===== config.mk =====
export PLATFORM = sky130hd
export DESIGN_NAME = rrw_top
export DESIGN_NICKNAME = d
export VERILOG_FILES = /design/src/rrw_pkg.sv /design/src/rrw_uart.sv /design/src/rrw_top.sv
export SDC_FILE = /design/constraint.sdc
export NUM_CORES = 1
export LEC_CHECK = 0
export ABC_AREA = 1
export CAP_MARGIN = 30
export CORE_UTILIZATION = 35
export CTS_CLUSTER_SIZE = 30
export DETAILED_ROUTE_END_ITERATION = 10
export DONT_BUFFER_PORTS = 1
export PLACE_DENSITY = 0.5
export SLEW_MARGIN = 0
export SYNTH_ARGS = -nofsm -noshare
export SYNTH_HDL_FRONTEND = slang
export SYNTH_SLANG_ARGS = --single-unit

===== constraint.sdc =====
create_clock -name clock -period 2.7 [get_ports clock]
set_clock_uncertainty 0.05 [all_clocks]
set_input_delay 0.135 -clock clock [delete_from_list [all_inputs] [get_ports clock]]
set_output_delay 0.135 -clock clock [all_outputs]
set_load 0.01 [all_outputs]

===== src/rrw_pkg.sv =====
// package: constants and carrier types for the receiver reset and serial wake-up block
package rrw_pkg;
    // ********************************************************************
    // clock and time base
    // ********************************************************************
    localparam int unsigned CLK_HZ = 125000000;
    localparam int unsigned CLK_PER_MS = CLK_HZ / 1000;
    localparam int unsigned POR_MIN_MS = 150;
    localparam int unsigned POR_MAX_MS = 250;
    localparam int unsigned RST_LOW_MIN_MS = 300;
    localparam int unsigned WAKE_MAX_S = 6;
    localparam int unsigned WAKE_PWR_TYP_MS = 3300;
    localparam int unsigned WAKE_EXT_TYP_MS = 3100;
    // the release point used for the power-on reset, inside 150..250 ms
    localparam int unsigned POR_HOLD_MS = 200;
    // ********************************************************************
    // serial port
    // ********************************************************************
    localparam int unsigned SYS_HZ = 71500000;
    localparam int unsigned N_RATES = 7;
    localparam logic [2:0] RATE_4800 = 3'h0;
    localparam logic [2:0] RATE_9600 = 3'h1;
    localparam logic [2:0] RATE_19200 = 3'h2;
    localparam logic [2:0] RATE_38400 = 3'h3;
    localparam logic [2:0] RATE_57600 = 3'h4;
    localparam logic [2:0] RATE_115200 = 3'h5;
    localparam logic [2:0] RATE_230400 = 3'h6;
    localparam logic [2:0] RATE_RESET = RATE_38400;
    localparam int unsigned DIV_W = 16;
    localparam logic [7:0] SENT_START = 8'h24;
    localparam logic [7:0] SENT_END = 8'h0A;

    // status carried out of the sequencer
    typedef struct packed {
        logic por_active;
        logic cpu_in_reset;
        logic tx_live;
        logic rx_live;
    } rrw_status_t;

    // one serial byte with its strobe
    typedef struct packed {
        logic valid;
        logic [7:0] data;
    } rrw_byte_t;
endpackage


===== src/rrw_uart.sv =====
// file: gated serial port with a divider-derived bit clock
`timescale 1ns/1ps
module rrw_uart (
    // clock and reset
    input wire logic clock,
    input wire logic rst_n,
    // control from the sequencer
    input wire logic tx_en,
    input wire logic rx_en,
    input wire logic [2:0] rate_sel,
    // transmit side
    input wire rrw_pkg::rrw_byte_t tx_byte,
    output logic tx_ready,
    output logic serial_transmit_line,
    // receive side
    input wire logic rx_line_sync,
    output rrw_pkg::rrw_byte_t rx_byte
);
    // ********************************************************************
    // bit period from a 71.5 MHz count, kept as an integer quotient per rate
    // ********************************************************************
    logic [rrw_pkg::DIV_W-1:0] div;
    always_comb begin
        unique case (rate_sel)
            rrw_pkg::RATE_4800: div = 16'(rrw_pkg::SYS_HZ / 4800);
            rrw_pkg::RATE_9600: div = 16'(rrw_pkg::SYS_HZ / 9600);
            rrw_pkg::RATE_19200: div = 16'(rrw_pkg::SYS_HZ / 19200);
            rrw_pkg::RATE_38400: div = 16'(rrw_pkg::SYS_HZ / 38400);
            rrw_pkg::RATE_57600: div = 16'(rrw_pkg::SYS_HZ / 57600);
            rrw_pkg::RATE_115200: div = 16'(rrw_pkg::SYS_HZ / 115200);
            rrw_pkg::RATE_230400: div = 16'(rrw_pkg::SYS_HZ / 230400);
            default: div = 16'(rrw_pkg::SYS_HZ / 38400);
        endcase
    end
    // the integer divider gives the quantised rates, +0.11 % at the top one
    // the 71.5 MHz tick is made by a fractional accumulator on the 125 MHz clock
    logic [27:0] acc_r, acc_nxt;
    logic sys_tick;
    always_comb begin
        if (acc_r + 28'(rrw_pkg::SYS_HZ) >= 28'(rrw_pkg::CLK_HZ)) begin
            acc_nxt = acc_r + 28'(rrw_pkg::SYS_HZ) - 28'(rrw_pkg::CLK_HZ);
            sys_tick = 1'b1;
        end else begin
            acc_nxt = acc_r + 28'(rrw_pkg::SYS_HZ);
            sys_tick = 1'b0;
        end
    end

    // ********************************************************************
    // transmitter: idle high until enabled
    // ********************************************************************
    logic [15:0] tcnt_r, tcnt_nxt;
    logic [3:0] tbit_r, tbit_nxt;
    logic [9:0] tsh_r, tsh_nxt;
    logic tline_r, tline_nxt;
    assign tx_ready = tx_en && (tbit_r == 4'h0);
    always_comb begin
        tcnt_nxt = tcnt_r;
        tbit_nxt = tbit_r;
        tsh_nxt = tsh_r;
        tline_nxt = tline_r;
        if (!tx_en) begin
            tbit_nxt = 4'h0;
            tline_nxt = 1'b1;
        end else if (tbit_r == 4'h0) begin
            if (tx_byte.valid) begin
                tsh_nxt = {1'b1, tx_byte.data, 1'b0};
                tbit_nxt = 4'hB; // eleventh shift ends a full stop bit
                tcnt_nxt = 16'h0000;
            end
        end else if (sys_tick) begin
            if (tcnt_r == 16'h0000) begin
                tline_nxt = tsh_r[0];
                tsh_nxt = {1'b1, tsh_r[9:1]};
                tbit_nxt = tbit_r - 4'h1;
                tcnt_nxt = div - 16'h0001;
            end else begin
                tcnt_nxt = tcnt_r - 16'h0001;
            end
        end
    end
    // last stop bit still needs its full period before idle
    assign serial_transmit_line = tline_r;

    // ********************************************************************
    // receiver: sampled at mid-bit, ignored while disabled
    // ********************************************************************
    logic [15:0] rcnt_r, rcnt_nxt;
    logic [3:0] rbit_r, rbit_nxt;
    logic [8:0] rsh_r, rsh_nxt;
    rrw_pkg::rrw_byte_t rout_r, rout_nxt;
    always_comb begin
        rcnt_nxt = rcnt_r;
        rbit_nxt = rbit_r;
        rsh_nxt = rsh_r;
        rout_nxt = '{valid: 1'b0, data: rout_r.data};
        if (!rx_en) begin
            rbit_nxt = 4'h0;
        end else if (rbit_r == 4'h0) begin
            if (!rx_line_sync) begin
                rbit_nxt = 4'hA;
                rcnt_nxt = {1'b0, div[15:1]};
            end
        end else if (sys_tick) begin
            if (rcnt_r == 16'h0000) begin
                rcnt_nxt = div - 16'h0001;
                rbit_nxt = rbit_r - 4'h1;
                rsh_nxt = {rx_line_sync, rsh_r[8:1]};
                if (rbit_r == 4'hA && rx_line_sync) begin
                    rbit_nxt = 4'h0; // false start
                end else if (rbit_r == 4'h1 && rx_line_sync) begin
                    rout_nxt = '{valid: 1'b1, data: rsh_r[8:1]};
                end
            end else begin
                rcnt_nxt = rcnt_r - 16'h0001;
            end
        end
    end
    assign rx_byte = rout_r;

    // one register process for the whole port
    always_ff @(posedge clock) begin
        if (!rst_n) begin
            acc_r <= 28'h0000000;
            tcnt_r <= 16'h0000;
            tbit_r <= 4'h0;
            tsh_r <= 10'h3FF;
            tline_r <= 1'b1;
            rcnt_r <= 16'h0000;
            rbit_r <= 4'h0;
            rsh_r <= 9'h000;
            rout_r <= '0;
        end else begin
            acc_r <= acc_nxt;
            tcnt_r <= tcnt_nxt;
            tbit_r <= tbit_nxt;
            tsh_r <= tsh_nxt;
            tline_r <= tline_nxt;
            rcnt_r <= rcnt_nxt;
            rbit_r <= rbit_nxt;
            rsh_r <= rsh_nxt;
            rout_r <= rout_nxt;
        end
    end
endmodule


===== src/rrw_top.sv =====
// file: reset sequencer and serial wake-up control of the timing receiver
// Functional notes
// - power-on reset held 150 to 250 ms
// - reset below falling, valid above rising threshold
// - processor released only when both resets released
// - transmit starts within 6 s of power-up
// - receive ready within 6 s of power-up
// - transmit starts within 6 s of reset release
// - receive ready within 6 s of reset release
// - seven baud rates divided from 71.5 MHz
// - internal reset is low when either low
// - serial port defaults to 38400 after reset
`timescale 1ns/1ps
module rrw_top #(
    parameter int unsigned POR_CYCLES = rrw_pkg::POR_HOLD_MS * rrw_pkg::CLK_PER_MS,
    parameter int unsigned WAKE_PWR_CYCLES = rrw_pkg::WAKE_PWR_TYP_MS * rrw_pkg::CLK_PER_MS,
    parameter int unsigned WAKE_EXT_CYCLES = rrw_pkg::WAKE_EXT_TYP_MS * rrw_pkg::CLK_PER_MS
) (
    // clock and reset
    input wire logic clock,
    input wire logic rst_n,
    // supply comparators, asynchronous
    input wire logic supply_rising_threshold,
    input wire logic supply_falling_threshold,
    // external reset pin, open drain
    input wire logic ext_reset_n_in,
    output logic ext_reset_n_out,
    output logic ext_reset_n_oe,
    // serial pins
    output logic serial_transmit_line,
    input wire logic serial_receive_line,
    // baud selection by command from firmware
    input wire logic rate_load,
    input wire logic [2:0] rate_value,
    // firmware side byte streams
    input wire rrw_pkg::rrw_byte_t tx_byte,
    output logic tx_ready,
    output rrw_pkg::rrw_byte_t rx_byte,
    // status
    output rrw_pkg::rrw_status_t status
);
    // ********************************************************************
    // two-stage synchronisers for all pins
    // ********************************************************************
    // reset values are the idle levels: pin released, supply low, line idle,
    // so no false edge and no early release follows reset
    logic [3:0] s1_r, s2_r;
    always_ff @(posedge clock) begin
        if (!rst_n) begin
            s1_r <= 4'h9;
            s2_r <= 4'h9;
        end else begin
            s1_r <= {ext_reset_n_in, supply_falling_threshold, supply_rising_threshold, serial_receive_line};
            s2_r <= s1_r;
        end
    end
    logic rx_s, rise_s, fall_s, ext_s;
    assign rx_s = s2_r[0];
    assign rise_s = s2_r[1];
    assign fall_s = s2_r[2];
    assign ext_s = s2_r[3];

    // ********************************************************************
    // supply detect with hysteresis and power-on reset timer
    // ********************************************************************
    // supply_falling_threshold high means the supply is above 2.7 V
    logic valid_r, valid_nxt;
    logic por_n_r, por_n_nxt;
    // the counter stops at its end value, so a long good supply cannot wrap it
    logic [31:0] por_cnt_r, por_cnt_nxt;
    always_comb begin
        valid_nxt = valid_r;
        if (!fall_s) begin
            valid_nxt = 1'b0;
        end else if (rise_s) begin
            valid_nxt = 1'b1;
        end
        por_n_nxt = por_n_r;
        por_cnt_nxt = por_cnt_r;
        if (!valid_r) begin
            por_n_nxt = 1'b0;
            por_cnt_nxt = 32'h00000000;
        end else if (!por_n_r) begin
            if (por_cnt_r >= 32'(POR_CYCLES - 1)) begin
                por_n_nxt = 1'b1;
            end else begin
                por_cnt_nxt = por_cnt_r + 32'h00000001;
            end
        end
    end

    // ********************************************************************
    // wired combination and processor reset
    // ********************************************************************
    // the module pulls its own pin low during power-on reset, so the host
    // sees a single shared line and must never drive it high
    assign ext_reset_n_out = 1'b0;
    assign ext_reset_n_oe = !por_n_r;
    logic cpu_run;
    assign cpu_run = por_n_r && ext_s;

    // ********************************************************************
    // settling copy of the power-on reset
    // ********************************************************************
    // the pin reaches the sequencer through two synchroniser stages, so for two
    // cycles after the module lets go of its own pull it still reads low; this
    // copy lags by the same two cycles, so the own pull is not taken for the host
    logic [1:0] por_dly_r, por_dly_nxt;
    always_comb begin
        por_dly_nxt = {por_dly_r[0], por_n_r};
    end
    always_ff @(posedge clock) begin
        if (!rst_n) begin
            por_dly_r <= 2'h0;
        end else begin
            por_dly_r <= por_dly_nxt;
        end
    end

    // ********************************************************************
    // wake-up sequencer
    // ********************************************************************
    typedef enum logic [1:0] {ST_RESET, ST_BOOT, ST_LIVE} rrw_state_t;
    rrw_state_t st_r, st_nxt;
    logic from_ext_r, from_ext_nxt;
    logic [31:0] wcnt_r, wcnt_nxt;
    logic [2:0] rate_r, rate_nxt;
    logic ext_seen_r, ext_seen_nxt;
    always_comb begin
        st_nxt = st_r;
        from_ext_nxt = from_ext_r;
        wcnt_nxt = wcnt_r;
        rate_nxt = rate_r;
        ext_seen_nxt = ext_seen_r;
        // remember whether the last reset was held by the pin while power was good
        // the lagged copy keeps the module's own pull out of this decision
        if (por_dly_r[1] && !ext_s) begin
            ext_seen_nxt = 1'b1;
        end
        unique case (st_r)
            ST_RESET: begin
                // every reset, pin or power, brings the port back to its default rate
                wcnt_nxt = 32'h00000000;
                rate_nxt = rrw_pkg::RATE_RESET;
                if (cpu_run) begin
                    st_nxt = ST_BOOT;
                    from_ext_nxt = ext_seen_r;
                    ext_seen_nxt = 1'b0;
                end
            end
            ST_BOOT: begin
                wcnt_nxt = wcnt_r + 32'h00000001;
                // power-up path counts from the threshold, so subtract the reset hold
                if (from_ext_r ? (wcnt_r >= 32'(WAKE_EXT_CYCLES - 1))
                               : (wcnt_r >= 32'(WAKE_PWR_CYCLES - POR_CYCLES - 1))) begin
                    st_nxt = ST_LIVE;
                end
            end
            ST_LIVE: begin
                // code 7 has no rate behind it and is ignored rather than mapped
                if (rate_load && rate_value < 3'(rrw_pkg::N_RATES)) begin
                    rate_nxt = rate_value;
                end
            end
        endcase
        // either reset source wins over any state and cuts the port at once;
        // a frame in flight is dropped and the line returns to idle high
        if (!cpu_run) begin
            st_nxt = ST_RESET;
        end
    end

    // one register process for sequencer state
    always_ff @(posedge clock) begin
        if (!rst_n) begin
            valid_r <= 1'b0;
            por_n_r <= 1'b0;
            por_cnt_r <= 32'h00000000;
            st_r <= ST_RESET;
            from_ext_r <= 1'b0;
            wcnt_r <= 32'h00000000;
            rate_r <= rrw_pkg::RATE_RESET;
            ext_seen_r <= 1'b0;
        end else begin
            valid_r <= valid_nxt;
            por_n_r <= por_n_nxt;
            por_cnt_r <= por_cnt_nxt;
            st_r <= st_nxt;
            from_ext_r <= from_ext_nxt;
            wcnt_r <= wcnt_nxt;
            rate_r <= rate_nxt;
            ext_seen_r <= ext_seen_nxt;
        end
    end

    // ********************************************************************
    // serial port, gated by the sequencer
    // ********************************************************************
    logic live;
    assign live = (st_r == ST_LIVE);
    // both directions open together: the receiver is never live before the
    // transmitter, so a host that waits for the first output is safe
    rrw_uart u_uart (
        .clock(clock),
        .rst_n(rst_n),
        .tx_en(live),
        .rx_en(live),
        .rate_sel(rate_r),
        .tx_byte(tx_byte),
        .tx_ready(tx_ready),
        .serial_transmit_line(serial_transmit_line),
        .rx_line_sync(rx_s),
        .rx_byte(rx_byte)
    );

    // status is registered state only
    // rx_live mirrors tx_live, kept apart so a later split needs no port change
    assign status = '{por_active: !por_n_r, cpu_in_reset: !cpu_run, tx_live: live, rx_live: live};
endmodule


* Word-level counts from Yosys, hierarchy flattened
Index checks and enable logic that the tools add are counted.
Word-level totals: register bits 176, input bits 19, logic and storage cells 120
Cells by class: add/subtract/negate cells 9, magnitude comparators 4, equal/unequal tests 13, multiplexer cells 32, bitwise gates (word level) 9, reductions and logical operators 35
Operators by type and width (count):
- 2-to-1 mux 16 bit | 8
- one-hot mux 14 bit (6 select lines) | 1
- adder 32 x 1 -> 32 bit, second input constant | 2
- one-hot mux 32 bit (2 select lines) | 1
- 2-to-1 mux 10 bit | 4
- 2-to-1 mux 4 bit | 9
- >= comparator 32 x 25 -> 1 bit, second input constant | 1
- >= comparator 32 x 29 -> 1 bit, second input constant | 1
- zero test 16 bit | 2
- subtractor 16 x 1 -> 16 bit, second input constant | 2
- adder 28 x 27 -> 28 bit, second input constant | 1
- >= comparator 28 x 27 -> 1 bit, second input constant | 1
- 2-to-1 mux 28 bit | 1
- subtractor 28 x 27 -> 28 bit, second input constant | 1
- AND reduction 3 bit | 5
- subtractor 14 x 1 -> 15 bit, second input constant | 1
- AND reduction 2 bit | 7
- nonzero test 2 bit | 6
- equality test 3 bit, second input constant | 3
- 2-to-1 mux 9 bit | 1
- inverter 1 bit | 9
- zero test 4 bit | 2
- != test 2 bit, second input constant | 4
- AND reduction 4 bit | 2
- 19 further kinds | 27

* Longest topological paths before layout
Gate-level depths: netlist of run 1.
word-level depth 6, gate-level depth with buffers 23

* Hierarchy
Synthesis of run 1 repeated with hierarchy kept, for this count alone.
Unflattened totals: cells, all modules 1835, area, all modules 11180.7 sq um
Modules (own cells, without submodules):
- rrw_uart | instances 1, cells each 1145, area each 6792.8 sq um, sequential area each 1801.7 sq um
- rrw_top | instances 1, cells each 690, area each 4388.0 sq um, sequential area each 1581.5 sq um

* Least setup slack after synthesis of run 1
OpenSTA, ideal clock, no wires.
path type reg2reg, start point register u_uart.acc_r[5], end point register u_uart.rsh_r[1], arrival 2.366 ns, data required time 2.537 ns, path slack 0.170 ns, cell stages (with the launch flop) 23, clock period less this slack 2.530 ns, cell sequence dfxtp_1 > inv_1 > ha_1 > inv_1 > nand2_1 > nand2_1 > inv_1 > ha_1 > inv_1 > nand3_1 > nand3_1 > nand2_1 > nand2_1 > nand2_1 > nand2_2 > nand2_2 > nand2_4 > nand2_4 > nand3_4 > nand3_4 > buf_2 > o21ai_1 > nor2_1
On the way: longest elaborated chain between the ends 4
Ends and longest elaborated chain:
- from (decl) | line rrw_uart.sv:37 | logic [27:0] acc_r, acc_nxt;
- from (signal assigned) | line rrw_uart.sv:134 | acc_r <= acc_nxt;
- adder 28 x 27 -> 28 bit | line rrw_uart.sv:40 | if (acc_r + 28'(rrw_pkg::SYS_HZ) >= 28'(rrw_pkg::CLK_HZ)) begin
- >= comparator 28 x 27 -> 1 bit | line rrw_uart.sv:40
- 2-to-1 mux 1 bit | line rrw_uart.sv:40
- AND reduction 4 bit (no source line)
- to (signal assigned) | line rrw_uart.sv:141 | rsh_r <= rsh_nxt;
- to (decl) | line rrw_uart.sv:90 | logic [8:0] rsh_r, rsh_nxt;
Every way passes these cells. A chain may end at the register's enable or synchronous reset.

* Worst setup path in the final report of run 1
start point register u_uart.acc_r[6], end point register u_uart.tcnt_r[1]
On the way: longest elaborated chain between the ends 5
Ends and longest elaborated chain:
- adder 28 x 27 -> 28 bit | line rrw_uart.sv:40
- >= comparator 28 x 27 -> 1 bit | line rrw_uart.sv:40
- 2-to-1 mux 1 bit | line rrw_uart.sv:40
- nonzero test 2 bit (no source line)
- AND reduction 3 bit (no source line)
- to (signal assigned) | line rrw_uart.sv:135 | tcnt_r <= tcnt_nxt;
- to (decl) | line rrw_uart.sv:52 | logic [15:0] tcnt_r, tcnt_nxt;
Every way passes these cells.

==> results.md, run 1 <==
| Stage | Quantity | This run |
|:---|:---|:---|
| setup path | Nature of the critical path endpoint | flop |
| sta | Highest clock rate | 0.393 GHz |
| sta | Slew of the pin with the lowest slew margin | 0.716 ns |
| worst hold path | Path type of the worst min-delay path | primary input to flop |
| cts | Maximum clock path buffer count | 2 |
| logic synthesis | Number of enable flip-flop cells after synthesis | 0 |
| logic synthesis | Top_reg_cell synth | dfxtp_1 |
| sta | Final critical-path share of the clock period | 0.942 |
| setup path | Type of the setup path with the least slack | flop to flop |
| detailed routing | Iteration count of the initial detailed-routing pass | 5 |
| logic synthesis | Yosys Warn Count | 0 |
| global route | Global-route wire length before repair | 46,100 um |
| cts | Clock Latency Late Sink | 0.45 ns |
| die | Core Footprint | 28,800 um2 |
| logic synthesis | Post-synthesis instance area | 10,300 um2 |
| detailed routing | Drt first-iter violations | 543 |
| final layout | Post-route cell area | 12,200 um2 |
| die | Initial core utilization | 0.357 |
| die | I/O Pins | 36 |
| detailed routing | Post-detailed-route DRC marker count | 0 |
| setup path | Chain of cells forming the critical path | inv_2 -> ha_4 -> nand2_4 -> nand2_4 -> buf_6 -> xnor2_1 -> nor2_1 -> nand2_1 -> nor2_2 -> nand2_2 -> nor2_4 -> nand3_4 -> nand4_1 -> buf_4 -> nand2_1 -> buf_6 -> buf_6 -> a21oi_2 |
| setup path | Cell count along the critical path | 18 |
| cts | CTS buffer count | 17 |
| status | Run status | completed |
| global route | Largest net degree at the start of global routing | 82 |
| die | Floorplan die height | 173 um |
| setup path | Most prevalent standard cell on the critical path | buf_6 |
| final layout | Ratio of cells with drive above 1 in the final layout | 0.144 |
| worst hold path | Worst hold path depth | 3 |
| final layout | Antenna diode instance count | 0 |
| placement | Post-Place Cells | 2,009 |
| detailed routing | Via/cell ratio | 4.91 |
| setup path | Arrival time worst endpoint | 2.88 ns |
| logic synthesis | Number of unique standard cell types used by synthesis | 56 |
| setup path | Worst Setup EP | u_uart.tcnt_r[1] |
| logic synthesis | Mapped Cells | 1,611 |
| setup path | Largest stage delay, worst path | 0.33 ns |
| logic synthesis | Post-synth ARST share | 0 |
| global route | Antenna violations before repair | 0 |
| setup path | Critical path launch point | u_uart.acc_r[6] |
| setup path | Count of buffering cells on the critical path with inverters included | 5 |
| power | Peak ir drop on the vdd network | 0.000443 V |
| sta | Hold Fails Final Rpt | 0 |
| die | Horizontal die dimension | 173 um |
| setup path | Slack of the worst reg-to-reg path | 0.16 ns |
| cts | Clock transition at path regs | 0.07 ns |
| power | Tot Pwr | 6060 uW |
| logic synthesis | Synth Net Count | 1,643 |
| final layout | Layout-stage area growth over the synthesis result | 18.3% |
| placement | Half-perimeter wire length after placement | 20,000 um |
| logic synthesis | Mean instance size in the synthesized netlist | 6.38 um2 |
| sta | Slew Limit Fails | 0 |
| global route | Total congestion overflow after global routing | 0 |
| power | Power density cells | 498 nW/um2 |
| sta | Final critical delay including setup and external delays | 2.54 ns |
| final layout | Number of nets in the final layout | 1,712 |
| setup path | Worst-path maximum fanout | 8 |
| detailed routing | Routed Antenna Nets | 0 |
| placement | I/O Buffers | 0 |
| placement | Placer's final routability congestion estimate | 0.890 |
| cts | CTS tree | built |
| setup path | Sort of element at the start of the critical path | flop |
| setup path | Max stage delay cell, worst path | dfxtp_2 |
| cts | Clk Tree Root Cell | clkbuf_16 |
| setup path | Cell family contributing the most delay on the critical path | simple AND/OR/NAND/NOR gates |
| global route | All-layer global routing usage | 0.187 |
| setup path | Reg-to-reg endpoint | u_uart.tcnt_r[1] |
| power | Static Leakage | 0.00511 uW |
| job | Number of max-cap violations | 0 |
| sta | Final Setup Violations | 0 |
| setup path | CP required | 3.03 ns |
| detailed routing | Routed wirelength normalized by instance count | 13.3 um |
| global route | Via count of the first global-routing pass | 9,446 |
| cts | Clock H-tree levels | 4 |
| sta | Worst hold margin | 0.0106 ns |
| final layout | Non-filler instance count after layout | 2,077 |
| setup path | R2R cell count | 18 |
| die | DIE AREA | 30,100 um2 |
| logic synthesis | Fraction of the yosys area taken by sequential cells | 0.329 |
| placement | Placed inst area | 11,000 um2 |
| detailed routing | Via count | 10,192 |
| cts | CTS Sinks | 169 |
| detailed routing | Total wire length after detailed routing | 27,600 um |
| die | Number of placement rows | 62 |
| logic synthesis | Number of storage elements in the synthesis netlist | 169 |
| setup path | Worst r2r src | u_uart.acc_r[6] |
| sta | Rel. slew slack | 0.521 |
-- stage by stage --
step,setup TNS (ns),util,setup WS (ns)
6_report,0,0.423,0.156
5_1_grt,-0.0725,0.423,-0.0246
4_1_cts,0,0.412,0.00766
3_5_place_dp,-0.352,0.383,-0.0481
3_3_place_gp,-0.0938,0.382,-0.0143
2_1_floorplan,0,-,0.170
-- worst min-delay path by stage --
stage	from	endpoint	slack (ns)
2_1_floorplan	supply_rising_threshold	s1_r[1]	0.18
3_3_place_gp	supply_falling_threshold	s1_r[2]	0.19
3_5_place_dp	supply_falling_threshold	s1_r[2]	0.19
4_1_cts	rst_n	s2_r[1]	0.003
5_1_grt	rst_n	s2_r[2]	0.02
6_report	rst_n	s2_r[1]	0.01
-- layer usage --
layer,vias up,share of wire,track usage
met1,4641,0.49,0.252
met3,36,0.041,0.0382
met5,-,0,0
met2,158,0.45,0.298
met4,0,0.016,0.0572
li1,5357,-,-
-- cells by family after synthesis --
| family | Yosys count | synth area share |
|---|---|---|
| other | 1 | 0.000365 |
| and+or+nand+nor | 882 | 0.390 |
| AOI/OAI and AO/OA | 237 | 0.125 |
| adders and majority gates | 13 | 0.0158 |
| buffers and inverters | 264 | 0.101 |
| DFF | 169 | 0.329 |
| xor gates and xnor gates | 45 | 0.0383 |
-- cell type report --
cell class / instances / area, um2
multi-input combinational: 1180 / 6080
inverter: 216 / 813
fill: 3058 / 16600
sequential: 169 / 3400
clock buffer: 20 / 447
tap: 384 / 480
timing repair buffer: 96 / 832
clock inverter: 12 / 118
-- flip-flops by register name, indices dropped and copies added, names as in the netlist --
name,flops
rate_r,3
u_uart.rx_byte,9
valid_r,1
wcnt_r,32
st_r,2
u_uart.tcnt_r,16
u_uart.acc_r,23
u_uart.rbit_r,4
u_uart.rsh_r,8
u_uart.serial_transmit_line,1
s1_r,4
por_cnt_r,32
u_uart.tsh_r,9
s2_r,4
por_n_r,1
u_uart.rcnt_r,16
u_uart.tbit_r,4
-- cells in the final DEF, fill, tap and decap left out, types with 37 or more instances in the layout --
cell	netlist	routed
nand3_1	118	113
nor3_1	38	37
a21oi_1	130	128
nor2_1	202	192
dfxtp_1	169	157
o21ai_0	56	55
nand2_1	391	375
nand4_1	50	50
buf_4	6	65
inv_1	198	192
-- what timing repair did --
| action | CTS | global route |
|---|---|---|
| pin swaps | 1 | 17 |
| setup buffers | 2 | 9 |
| setup endpoints to repair | 15 | 91 |
| resized for setup | 4 | 71 |
| gates cloned | 1 | 2 |
| hold buffers | 23 | 0 |
| endpoints found under the hold margin | 89 | 0 |
-- cell usage after synthesis, types with 11 or more instances --
library cell / instances / share of area
buf_2: 11 / 0.0054
nand4_1: 50 / 0.030
nand2_1: 391 / 0.14
inv_2: 15 / 0.0055
o21ai_0: 56 / 0.027
nand3_1: 118 / 0.057
inv_1: 198 / 0.072
xor2_1: 37 / 0.032
ha_1: 13 / 0.016
nor4_1: 12 / 0.0073
dfxtp_1: 169 / 0.33
nor3_1: 38 / 0.019
a21oi_1: 130 / 0.063
clkbuf_1: 29 / 0.011
o21ai_1: 16 / 0.0078
nand2_2: 22 / 0.013
nor2_1: 202 / 0.074
-- report_power, final --
group / switching, uW / internal (uW) / total [uW]
Clock: 1120 / 1310 / 2430
Combinational: 575 / 405 / 981
Sequential: 89.9 / 2570 / 2660
-- tightest hold or removal path: cells and delay by family --
family | cells | cell delay (ns)
simple gates | 1 | 0.10
buf+inv | 2 | 0.22
No activity file was read; power rests on OpenSTA's default activity.
==> run 2, diff against run 1 <==
--- a/config.mk
+++ b/config.mk
@@ -8,10 +8,12 @@
 export ABC_AREA = 1
 export CAP_MARGIN = 30
 export CORE_UTILIZATION = 35
+export CTS_CLUSTER_DIAMETER = 60
 export CTS_CLUSTER_SIZE = 30
 export DETAILED_ROUTE_END_ITERATION = 10
 export DONT_BUFFER_PORTS = 1
 export PLACE_DENSITY = 0.5
+export RECOVER_POWER = 50
 export SLEW_MARGIN = 0
 export SYNTH_ARGS = -nofsm -noshare
 export SYNTH_HDL_FRONTEND = slang
==> run 2 against run 1 <==
Against the previous run:
- clock power about the same
- final area fell by 0.28%
- power barely moved
- critical path depth is the same
- global-route usage unchanged
- setup slack better by 0.00054 ns
==> results.md, run 2 (synthesis results as in run 1) <==
| Stage | Quantity | This run | Change |
|:---|:---|:---|:---|
| sta | Slew Limit Fails | 0 | unchanged |
| setup path | Nature of the critical path endpoint | flop |  |
| die | Horizontal die dimension | 173 um | unchanged |
| die | DIE AREA | 30,100 um2 | unchanged |
| detailed routing | Drt first-iter violations | 543 | unchanged |
| setup path | Most prevalent standard cell on the critical path | buf_6 |  |
| cts | Maximum clock path buffer count | 2 | unchanged |
| global route | Met1 Track Usage GR | 0.252 | unchanged |
| power | Power Internal | 4280 uW | about the same |
| cts | CTS Sinks | 169 | unchanged |
| power | Comb power frac | 0.162 | about the same |
| final layout | Final core utilization | 0.422 | -0.00117 |
| final layout | Number of nets in the final layout | 1,712 | unchanged |
| setup path | R2R cell count | 18 | unchanged |
| power | Part of the power in registers | 0.438 | about the same |
| global route | Global-route wire length before repair | 46,100 um | unchanged |
| detailed routing | Iteration count of the initial detailed-routing pass | 5 | unchanged |
| die | Floorplan die height | 173 um | unchanged |
| die | Number of placement rows | 62 | unchanged |
| die | Initial core utilization | 0.357 | unchanged |
| sta | Final Setup Violations | 0 | unchanged |
| global route | GRT met3 Usage | 0.0382 | unchanged |
| cts | Clk Tree Root Cell | clkbuf_16 |  |
| sta | Final critical delay including setup and external delays | 2.54 ns | -0.000544 ns |
| cts | CTS buffer count | 17 | unchanged |
| cts | Clock transition at path regs | 0.07 ns | about the same |
| sta | Highest clock rate | 0.393 GHz | about the same |
| placement | Post-Place Worst Slack | -0.0481 ns | unchanged |
| setup path | Reg-to-reg endpoint | u_uart.tcnt_r[1] |  |
| global route | Met2 routing resource usage after global routing | 0.298 | unchanged |
| setup path | Sort of element at the start of the critical path | flop |  |
| setup path | Worst r2r src | u_uart.acc_r[6] |  |
| power | Power density cells | 500 nW/um2 | +0.27% |
| global route | Largest net degree at the start of global routing | 82 | unchanged |
| final layout | Ratio of cells with drive above 1 in the final layout | 0.141 | -0.00354 |
| setup path | Chain of cells forming the critical path | inv_2 -> ha_4 -> nand2_4 -> nand2_4 -> buf_6 -> xnor2_1 -> nor2_1 -> nand2_1 -> nor2_2 -> nand2_2 -> nor2_4 -> nand3_4 -> nand4_1 -> buf_4 -> nand2_1 -> buf_6 -> buf_6 -> a21oi_2 |  |
| status | Run status | completed |  |
| sta | Rel. slew slack | 0.381 | -0.140 |
| placement | Half-perimeter wire length after placement | 20,000 um | unchanged |
| sta | Final critical-path share of the clock period | 0.942 | about the same |
| sta | Slew of the pin with the lowest slew margin | 0.929 ns | +0.213 ns |
| die | Core Footprint | 28,800 um2 | unchanged |
| global route | All-layer global routing usage | 0.187 | unchanged |
| setup path | Slack of the worst reg-to-reg path | 0.16 ns | about the same |
| setup path | CP required | 3.03 ns | about the same |
| detailed routing | Post-detailed-route DRC marker count | 0 | unchanged |
| detailed routing | Routed Antenna Nets | 0 | unchanged |
| final layout | Antenna diode instance count | 0 | unchanged |
| global route | Via count of the first global-routing pass | 9,446 | unchanged |
| worst hold path | Hold Path End | s2_r[1] |  |
| detailed routing | Total wire length after detailed routing | 27,600 um | about the same |
| sta | Hold Fails Final Rpt | 0 | unchanged |
| setup path | Largest stage delay, worst path | 0.33 ns | about the same |
| global route | Total congestion overflow after global routing | 0 | unchanged |
| sta | Worst setup margin | 0.156 ns | +0.000544 ns |
| cts | Clock Latency Late Sink | 0.45 ns | about the same |
| power | Peak ir drop on the vdd network | 0.000444 V | about the same |
| final layout | Fillers | 3,064 | +0.20% |
| job | Number of max-cap violations | 0 | unchanged |
| setup path | Max stage delay cell, worst path | dfxtp_2 |  |
| setup path | Worst-path maximum fanout | 8 | unchanged |
| worst hold path | Worst hold path depth | 3 | unchanged |
| setup path | Count of buffering cells on the critical path with inverters included | 5 | unchanged |
| die | I/O Pins | 36 | unchanged |
| global route | Global routing's busiest layer | met2 |  |
| power | Portion of total power attributed to the clock network | 0.400 | about the same |
| detailed routing | Via count | 10,188 | -0.039% |
| final layout | Most common library cell in the layout ignoring fill and taps | nand2_1 |  |
| cts | Clock H-tree levels | 4 | unchanged |
| detailed routing | Via/cell ratio | 4.91 | about the same |
| cts | CTS tree | built |  |
| worst hold path | Launch instance of the worst min-delay path | rst_n |  |
| final layout | Layout-stage area growth over the synthesis result | 18.0% |  |
| power | Fraction of power spent switching nets | 0.295 | about the same |
| final layout | Biggest regs | por_cnt_r x32, wcnt_r x32, u_uart.acc_r x23 |  |
| setup path | Type of the setup path with the least slack | flop to flop |  |
| final layout | Highest-count cells in the layout ignoring fill and taps | 375 x nand2_1, 193 x nor2_1, 192 x inv_1 |  |
| worst hold path | Path type of the worst min-delay path | primary input to flop |  |
| detailed routing | Routed wirelength normalized by instance count | 13.3 um | about the same |
| placement | I/O Buffers | 0 | unchanged |
| setup path | Cell family contributing the most delay on the critical path | simple AND/OR/NAND/NOR gates |  |
| setup path | Arrival time worst endpoint | 2.88 ns | about the same |
| power | Net switching power | 1790 uW | about the same |
| global route | Antenna violations before repair | 0 | unchanged |
| power | Static Leakage | 0.00508 uW | -0.47% |
| placement | Placer's final routability congestion estimate | 0.890 | unchanged |
-- run 2: changes by cell type in the layout (fill, tap and decap cells not counted) --
cell | previous run | this run
buf_4 | 65 | 59
clkbuf_1 | 2 | 7
clkbuf_2 | 0 | 2
buf_8 | 1 | 0
nor2_1 | 192 | 193
nor2_2 | 14 | 13
-- run 2: routing by layer --
| metal | share of wire | routed length [um] |
|---|---|---|
| met1 | 0.49 | 13600 |
| met2 | 0.45 | 12400 |
| met3 | 0.042 | 1160 |
| met4 | 0.016 | 433 |
| met5 | 0 | 0 |
-- run 2: worst max path at each step --
stage | startpoint | end | depth (start not counted) | slack, ns
2_1_floorplan | u_uart.acc_r[5] | u_uart.rsh_r[1] | 22 | 0.17
3_3_place_gp | u_uart.acc_r[5] | u_uart.tsh_r[7] | 22 | -0.01
3_5_place_dp | u_uart.acc_r[5] | u_uart.tsh_r[0] | 22 | -0.05
4_1_cts | u_uart.acc_r[5] | u_uart.tcnt_r[1] | 23 | 0.008
5_1_grt | u_uart.acc_r[5] | u_uart.tsh_r[7] | 23 | -0.02
6_report | u_uart.acc_r[6] | u_uart.tcnt_r[1] | 18 | 0.16
-- run 2: through the flow --
stage / instances / hold WS (ns) / power [uW] / area, um2 / TNS (ns)
2_1_floorplan: 1611 / 0.183 / 3240 / 10300 / 0
3_3_place_gp: 2008 / 0.187 / 3500 / 11000 / -0.0938
3_5_place_dp: 2009 / 0.190 / 3500 / 11000 / -0.352
4_1_cts: 2067 / 0.00319 / 6010 / 11900 / 0
5_1_grt: 2077 / 0.0205 / 6380 / 12100 / -0.0525
6_report: 2077 / 0.00959 / 6060 / 12100 / 0
-- run 2: what timing repair did --
action	4_1_cts	5_1_grt
hold buffers	23	0
setup buffers	2	9
hold endpoints to repair	89	0
setup endpoints to repair	15	91
cloned	1	2
resized for setup	4	71
pin swaps	1	17
-- run 2: final cells by class --
class / count / area (um2) / share of cell area
clock buffers: 20 / 447 / 0.0368
multi-input cells: 1180 / 6070 / 0.501
clock inverters: 12 / 118 / 0.00969
inverters: 216 / 813 / 0.0670
flip-flops and latches: 169 / 3400 / 0.280
well taps: 384 / 480 / 0.0396
repair buffers: 96 / 801 / 0.0660
-- run 2: power groups by stage --
stage	sequential (uW)	clock (uW)	combinational [uW]
after detailed placement	2700	0	801
after global routing	2670	2620	1090
after CTS	2640	2520	854
after floorplan	2680	0	557
after global placement	2700	0	798
final	2660	2430	980
-- run 2: worst reg2reg max path: stages, from the launching register on --
cell and delay, ns:
dfxtp_2 0.33, inv_2 0.05, ha_4 0.17, nand2_4 0.07, nand2_4 0.08, buf_6 0.13, xnor2_1 0.13, nor2_1 0.15
nand2_1 0.09, nor2_2 0.16, nand2_2 0.09, nor2_4 0.12, nand3_4 0.10, nand4_1 0.11, buf_4 0.17, nand2_1 0.09
buf_6 0.18, buf_6 0.11, a21oi_2 0.10
